$ cat config.mk
export PLATFORM = sky130hd
export DESIGN_NAME = slf_logic_blocks
export DESIGN_NICKNAME = d
export VERILOG_FILES = /design/src/logic/slf_pkg.sv /design/src/logic/slf_logic_blocks.sv
export SDC_FILE = /design/constraint.sdc
export NUM_CORES = 1
export LEC_CHECK = 0
export ABC_AREA = 1
export BUFFER_PORTS_ARGS = -buffer_cell sky130_fd_sc_hd__clkbuf_2
export CORE_UTILIZATION = 35
export CTS_CLUSTER_DIAMETER = 80
export CTS_CLUSTER_SIZE = 8
export DETAILED_ROUTE_END_ITERATION = 7
export GPL_TIMING_DRIVEN = 0
export PLACE_DENSITY = 0.6
export SLEW_MARGIN = 20
export SYNTH_ARGS = -nofsm -noshare
export SYNTH_HDL_FRONTEND = slang
export SYNTH_SLANG_ARGS = --single-unit
$ cat constraint.sdc
create_clock -name clk -period 1.4 [get_ports clk]
set_input_delay 0.14 -clock clk [delete_from_list [all_inputs] [get_ports clk]]
set_output_delay 0.14 -clock clk [all_outputs]
set_load 0.005 [all_outputs]
$ cat src/logic/slf_pkg.sv
package slf_pkg;
  // ---------------------------------------------------------------
  // controller cycle timing
  // ---------------------------------------------------------------
  localparam int unsigned CLK_FREQ_HZ = 25000000;
  localparam int unsigned CYCLE_TIME_MS = 5;
  localparam int unsigned CYCLE_CLKS = (CLK_FREQ_HZ / 1000) * CYCLE_TIME_MS;
  localparam int unsigned CYCLE_CNT_W = 18;
  // ---------------------------------------------------------------
  // element sizes
  // ---------------------------------------------------------------
  localparam int unsigned OR7_WIDTH = 7;
  localparam int unsigned OR8_WIDTH = 8;
  localparam int unsigned ROUTE_WIDTH = 8;
  // ---------------------------------------------------------------
  // reset values
  // ---------------------------------------------------------------
  localparam logic RST_MEM_Q = 1'h0;
  localparam logic RST_OUT = 1'h0;
  // ---------------------------------------------------------------
  // edge selection
  // ---------------------------------------------------------------
  typedef enum logic [1:0] {
    SLF_EDGE_RISE,
    SLF_EDGE_FALL,
    SLF_EDGE_BOTH
  } slf_edge_mode_t;
  localparam slf_edge_mode_t EDGE_MODE_DEFAULT = SLF_EDGE_RISE;
endpackage

$ cat src/logic/slf_logic_blocks.sv
`timescale 1ns/10ps
// Functional notes
// - seven and eight input OR, any active
// - two input XOR, active when different
// - two input XNOR, active when equal
// - route copies one input to eight outputs
// - fault present forces all route outputs low
// - memory cell holds last set or clear
// - set and clear together: clear wins
// - idle keeps state; inverted output always complement
// - edge pulse lasts one controller cycle per edge; edges in consecutive cycles keep it high
// - rising, falling or both; rising default
// - no fault monitoring or fault indication
module slf_logic_blocks
  import slf_pkg::*;
#(
  parameter int unsigned CYC_CLKS = CYCLE_CLKS
)
(
  input wire logic clk,
  input wire logic sys_rst,
  input wire logic [OR7_WIDTH-1:0] or7_in,
  input wire logic [OR8_WIDTH-1:0] or8_in,
  input wire logic xor_a,
  input wire logic xor_b,
  input wire logic xnor_a,
  input wire logic xnor_b,
  input wire logic route_in,
  input wire logic route_fault,
  input wire logic mem_set,
  input wire logic mem_clear,
  input wire logic edge_in,
  input wire logic [1:0] edge_mode,
  output logic cycle_tick,
  output logic or7_out,
  output logic or8_out,
  output logic xor_out,
  output logic xnor_out,
  output logic [ROUTE_WIDTH-1:0] route_out,
  output logic mem_q,
  output logic mem_q_n,
  output logic edge_pulse
);

  // ---------------------------------------------------------------
  // input synchronisers
  // ---------------------------------------------------------------
  localparam int unsigned SYNC_W = OR7_WIDTH + OR8_WIDTH + 11;
  logic [SYNC_W-1:0] sync_raw;
  logic [SYNC_W-1:0] sync_ff1;
  logic [SYNC_W-1:0] sync_ff2;
  assign sync_raw = {or7_in, or8_in, xor_a, xor_b, xnor_a, xnor_b, route_in,
                     route_fault, mem_set, mem_clear, edge_in, edge_mode};

  always_ff @(posedge clk) begin
    if (sys_rst) begin
      sync_ff1 <= '0;
      sync_ff2 <= '0;
    end else begin
      sync_ff1 <= sync_raw;
      sync_ff2 <= sync_ff1;
    end
  end

  logic [OR7_WIDTH-1:0] s_or7;
  logic [OR8_WIDTH-1:0] s_or8;
  logic s_xa;
  logic s_xb;
  logic s_na;
  logic s_nb;
  logic s_rin;
  logic s_rfault;
  logic s_set;
  logic s_clr;
  logic s_edge;
  logic [1:0] s_mode;
  assign {s_or7, s_or8, s_xa, s_xb, s_na, s_nb, s_rin, s_rfault, s_set, s_clr,
          s_edge, s_mode} = sync_ff2;

  // ---------------------------------------------------------------
  // controller cycle tick
  // ---------------------------------------------------------------
  localparam logic [CYCLE_CNT_W-1:0] CYCLE_LAST = CYCLE_CNT_W'(CYC_CLKS - 1);
  logic [CYCLE_CNT_W-1:0] cycle_cnt;
  logic cycle_wrap;
  assign cycle_wrap = (cycle_cnt == CYCLE_LAST);

  always_ff @(posedge clk) begin
    if (sys_rst) begin
      cycle_cnt <= '0;
      cycle_tick <= 1'h0;
    end else begin
      cycle_cnt <= cycle_wrap ? '0 : cycle_cnt + 1'h1;
      cycle_tick <= cycle_wrap;
    end
  end

  // ---------------------------------------------------------------
  // combinational next values
  // ---------------------------------------------------------------
  logic next_or7;
  logic next_or8;
  logic next_xor;
  logic next_xnor;
  logic [ROUTE_WIDTH-1:0] next_route;
  logic next_mem_q;
  logic rise_seen;
  logic fall_seen;
  logic next_edge;
  logic edge_prev;
  slf_edge_mode_t mode_sel;

  assign next_or7 = |s_or7;
  assign next_or8 = |s_or8;
  assign next_xor = s_xa ^ s_xb;
  assign next_xnor = ~(s_na ^ s_nb);
  assign next_route = s_rfault ? '0 : {ROUTE_WIDTH{s_rin}};
  assign next_mem_q = s_clr ? 1'h0 : (s_set ? 1'h1 : mem_q);
  assign mode_sel = (s_mode == 2'h1) ? SLF_EDGE_FALL :
                    (s_mode == 2'h2) ? SLF_EDGE_BOTH : EDGE_MODE_DEFAULT;
  assign rise_seen = s_edge & ~edge_prev;
  assign fall_seen = ~s_edge & edge_prev;

  always_comb begin
    case (mode_sel)
      SLF_EDGE_RISE: next_edge = rise_seen;
      SLF_EDGE_FALL: next_edge = fall_seen;
      SLF_EDGE_BOTH: next_edge = rise_seen | fall_seen;
      default: next_edge = rise_seen;
    endcase
  end

  // ---------------------------------------------------------------
  // evaluation once per controller cycle
  // ---------------------------------------------------------------
  // outputs depend only on inputs and stored state; nothing flags faults
  always_ff @(posedge clk) begin
    if (sys_rst) begin
      or7_out <= RST_OUT;
      or8_out <= RST_OUT;
      xor_out <= RST_OUT;
      xnor_out <= RST_OUT;
      route_out <= '0;
      mem_q <= RST_MEM_Q;
      mem_q_n <= ~RST_MEM_Q;
      edge_prev <= 1'h0;
      edge_pulse <= RST_OUT;
    end else if (cycle_wrap) begin
      or7_out <= next_or7;
      or8_out <= next_or8;
      xor_out <= next_xor;
      xnor_out <= next_xnor;
      route_out <= next_route;
      mem_q <= next_mem_q;
      mem_q_n <= ~next_mem_q;
      edge_prev <= s_edge;
      edge_pulse <= next_edge;
    end
  end
endmodule

# --- Word-level counts from Yosys, hierarchy flattened ---
# Cells that the tools add are included.
totals:
  reg_bits: 87
  in_bits: 28
op_classes:
  add_sub_neg: 1
  eq_ne: 5
  mux: 6
  bitwise_logic: 9
  n_reduce_logical: 3
op_table:
  columns: ["cell", "count"]
  rows:
  - ["$add 18x1->18 const B", 1]
  - ["$eq 18x17->1 const B", 1]
  - ["$mux 8", 1]
  - ["$reduce_or 8->1", 1]
  - ["$reduce_or 7->1", 1]
  - ["$eq 2x1->1 const B", 2]
  - ["$eq 2x2->1 const B", 2]
  - ["$mux 2", 2]
  - ["$not 1->1", 4]
  - ["$and 1x1->1", 2]
  - ["$mux 1", 2]
  - ["$pmux 1 s2", 1]
  - ["$reduce_or 2->1", 1]
  - ["$xor 1x1->1", 2]
  - ["$or 1x1->1", 1]

# --- Depth between registers and ports, before layout ---
logic_depth:
  ltp_word: 5
  depth_mapped: 9
  depth_no_buf: 9

# --- Worst setup path before layout ---
# No wires, ideal clock.
synth_timing:
  kind: "register to register"
  startpoint: "reg cycle_cnt[0]"
  endpoint: "reg cycle_cnt[7]"
  setup_ns: 0.115
  t_arrival_ns: 1.260
  slack_ns: 0.026
  stages_incl_launch_ff: 10
  period_less_slack_ns: 1.374
  path_cell_list: "dfxtp_1 ha_1 nand2_1 inv_1 nand2_1 nor2_1 nand3_2 nand2_2 buf_4 nor2_1"
synth_via:
  elab_chain_cells: 2
synth_lines:
  columns: ["item", "line_no", "text"]
  rows:
  - ["start, declared", "slf_logic_blocks.sv:84", "logic [CYCLE_CNT_W-1:0] cycle_cnt;"]
  - ["start signal, assigned", "slf_logic_blocks.sv:93", "cycle_cnt <= cycle_wrap ? '0 : cycle_cnt + 1'h1;"]
  - ["branches (longest 2 deep; another with $add 18x1->18)", null, null]
# Several ways; the timed one is not identified.
# A chain may end at the register's enable or synchronous reset.

# --- Final worst setup path ---
layout_timing:
  startpoint: "reg cycle_cnt[0]"
  endpoint: "reg cycle_cnt[11]"
# The elaborated chain is that of the path after synthesis.

==> results.sh <==
export IMPL_outcome="finished clean"
export IMPL_num_clock_sinks=80
export IMPL_gr_total_overflow=0
export IMPL_final_hold_viols=0
export IMPL_final_setup_viol_count=0
export IMPL_routed_via_count=2328
export IMPL_setup_repair_after_global_routing_missed_its_margin="true"
export IMPL_hold_class="in2reg"
export IMPL_synth_async_reset_ratio_pct=0
export IMPL_post_route_util_pct=49.9
export IMPL_power_ir_vdd_worst_mv=0.671
export IMPL_n_antenna_cell=0
export IMPL_fillCellCount=738
export IMPL_tritoncts_num_buffers=9
export IMPL_clock_fmax_mhz=728
export IMPL_cp_startpoint="cycle_cnt[0]"
export IMPL_synthesis_yosys_warnings=0
export IMPL_longest_clk_path_bufs=2
export IMPL_post_synth_cell_area_avg_um2=7.67
export IMPL_cts_htree_levels=3
export IMPL_final_min_clock_period_ns=1.37
export IMPL_worst_ep_required_time_ns=1.65
export IMPL_cp_num_cells=9
export IMPL_groute_layer_met2_usage_pct=23.8
export IMPL_fin_nets=503
export IMPL_antenna_found_initial=0
export IMPL_multi_input_comb_area_um2=1080
export IMPL_cp_start_kind="register"
export IMPL_design_core_area_um2=7890
export IMPL_critical_path_reg2reg_startpoint="cycle_cnt[0]"
export IMPL_seq_area_frac_synth_pct=54.8
export IMPL_critical_path_max_stage_delay_ns=0.37
export IMPL_r2r_setup_slack_ns=0.03
export IMPL_cp_data_arrival_time_ns=1.62
export IMPL_die_area_um2=8720
export IMPL_placement_cell_area_um2=3270
export IMPL_chipWidth_um=93.4
export IMPL_cts_tree="built"
export IMPL_crit_path_to="cycle_cnt[11]"
export IMPL_start_util_pct=37.1
export IMPL_final_hold_worst_slack_ns=0.256
export IMPL_synth_cells_most_frequent="nor2_1 (92), dfxtp_1 (80), inv_1 (75)"
export IMPL_synthMostInstantiatedCell="nor2_1"
export IMPL_worst_r2r_endpoint="cycle_cnt[11]"
export IMPL_port_buf_inserts=43
export IMPL_synth_top_cell_area_share_pct=54.8
export IMPL_worstPathBufferInverterCount=2
export IMPL_routed_wire_length_per_instance_um=9.57
export IMPL_gr_usage_all_layers_pct=14.0
export IMPL_globalRouteMet3Util_pct=4.47
export IMPL_worst_slack_ns=0.0259
export IMPL_worst_tran_pin_value_ns=0.599
export IMPL_layout_area_seq_um2=1610
export IMPL_syn_nets=414
export IMPL_dp_final_hpwl_um=3690
export IMPL_setup_crit_end_kind="register"
export IMPL_layout_area_overhead_vs_synth_pct=34.7
export IMPL_p_leak_uw=0.00185
export IMPL_critical_path_max_fanout=5
export IMPL_synth_enable_flop_cells=0
export IMPL_crit_chain="ha_4, nand2_4, inv_2, nand2_2, nor2_4, nand3_4, nand2_4, clkbuf_16, nor2_2"
export IMPL_grt_pass1_wl_um=9310
export IMPL_totalPowerFinal_uw=4190
export IMPL_remaining_drc_errors=0
export IMPL_skew_ns=0.00693
export IMPL_globalRoute_busiestLayer="met2"
export IMPL_power_density_cell_area_nw_per_um2=1070
export IMPL_synthFlopType="dfxtp_1"
export IMPL_yosys_area_top_type="dfxtp_1"
export IMPL_crit_path_top_delay_cell="dfxtp_4"
export IMPL_worst_r2r_cell_count=9
export IMPL_most_common_cell_on_crit_path="nand2_4"
export IMPL_grt_use_met1_pct=15.9
export IMPL_post_synth_inst_count=381
export IMPL_synth_area_leaders="dfxtp_1 (55%), nor2_1 (12%), inv_1 (9.6%)"
export IMPL_slew_headroom_pct=60.1
export IMPL_gp_congestion=0.848
export IMPL_drive_above_1_share_pct=22.9
export IMPL_critical_path_top_delay_family="simple AND/OR/NAND/NOR gates"
export IMPL_synthesis_area_um2=2920
export IMPL_ys_seq_elements=80
export IMPL_clkLatencyLatePin_ns=0.35
export IMPL_drtPass1Iterations=4
export IMPL_postRouteAntennaNets=0
export IMPL_ys_types=23
export IMPL_drv_cap=0
export IMPL_post_drt_via_cell_ratio=4.03
export IMPL_final_area_um2=3940
export IMPL_final_period_utilization_pct=98.2
export IMPL_std_cell_rows=32
export IMPL_route_final_wire_length_um=5520
export IMPL_top_level_ports=44
export IMPL_timing_max_transition_violations_final=0
export IMPL_cts_root_buffer="clkbuf_8"
export IMPL_drt_initial_drc_count=40
export IMPL_grt_pass1_vias=2174
export IMPL_post_place_ws_ns=-0.251
export IMPL_worst_setup_path_type="reg2reg"
export IMPL_largest_net_degree_at_the_start_of_global_routing=16
export IMPL_die_y_um=93.4
export IMPL_clkTransAtPathRegs_ns=0.08
==> report_power, final <==
group | switching (µW) | internal [µW] | leakage (µW)
registers | 28.4 | 2350 | 0.000658
clock network | 865 | 662 | 0.0000944
logic | 131 | 157 | 0.00110
==> cell usage in the layout, fill, tap and decap left out, drive strengths merged <==
cell         netlist  layout
a21oi              7       7
nor3               3       3
dlygate4sd3        0      26
buf                8      16
nor4               3       3
inv               76      79
nand4              2       2
xor2               6       6
nor2              93      93
clkinv             0       4
ha                 5       5
o21ai              2       2
clkbuf             6      59
and2               2       2
nand3              9       9
or2                1       1
nand2             71      71
dfxtp             80      80
xnor2              4       4
nand3b             2       2
a22oi              1       1
==> flip-flops by register name, indices dropped and copies added, names as in the netlist <==
| signal | count |
|---|---|
| edge_pulse | 1 |
| or8_out | 1 |
| xnor_out | 1 |
| or7_out | 1 |
| route_out | 1 |
| xor_out | 1 |
| mem_q_n | 1 |
| mem_q | 1 |
| sync_ff2 | 26 |
| sync_ff1 | 26 |
| edge_prev | 1 |
| cycle_tick | 1 |
| cycle_cnt | 18 |
==> worst min-delay path: stages <==
cell and delay, ns:
clkbuf_2 0.09, inv_1 0.06, nand2_4 0.12, buf_8 0.12, nor2_1 0.03
==> final cells by class <==
cell class / count / area share [%]
buffer: 14 / 2.29
timing repair buffer: 78 / 14.4
multi-input combinational: 211 / 27.4
clock buffer: 9 / 3.15
tap: 102 / 3.24
inverter: 76 / 7.24
sequential: 80 / 40.9
clock inverter: 7 / 1.37
==> metrics by stage <==
stage	instances	setup TNS, ns
6_report	577	0
5_1_grt	577	-0.875
4_1_cts	572	-0.0470
3_5_place_dp	526	-4.78
3_3_place_gp	526	-4.48
2_1_floorplan	381	0
==> what timing repair did <==
item / CTS / global route
gates cloned: 0 / 1
endpoints found under the setup margin: 28 / 28
hold buffers: 26 / 0
resized for setup: 12 / 32
buffers inserted: 4 / 4
endpoints found under the hold margin: 26 / 0
pin swaps: 4 / 20
==> cells by family (layout without fill, tap and decap cells) <==
group	Yosys count	after routing	share of synthesized area [%]
buffers and inverters	90	184	12.6
DFF	80	80	54.8
and+or+nand+nor	186	186	25.7
adders and majority gates	5	5	2.14
xor gates and xnor gates	10	10	3.00
AOI/OAI and AO/OA	10	10	1.80
==> layer usage <==
layer | up-vias | part of all wire [%]
met5 | - | 0
met4 | 0 | 1.6
met3 | 9 | 3.4
met2 | 34 | 48
met1 | 1009 | 47
li1 | 1276 | -
==> worst min path at each step <==
stage / from / cells after the start / slack, ns / endpoint
5_1_grt: sys_rst / 5 / 0.27 / cycle_cnt[7]
6_report: sys_rst / 5 / 0.26 / cycle_cnt[6]
4_1_cts: sys_rst / 5 / 0.21 / cycle_cnt[10]
3_5_place_dp: or8_in[6] / 3 / 0.34 / sync_ff1[17]
2_1_floorplan: edge_mode[0] / 2 / 0.25 / sync_ff1[0]
3_3_place_gp: or7_in[4] / 3 / 0.33 / sync_ff1[23]
Power figures use the tool's default switching activity.
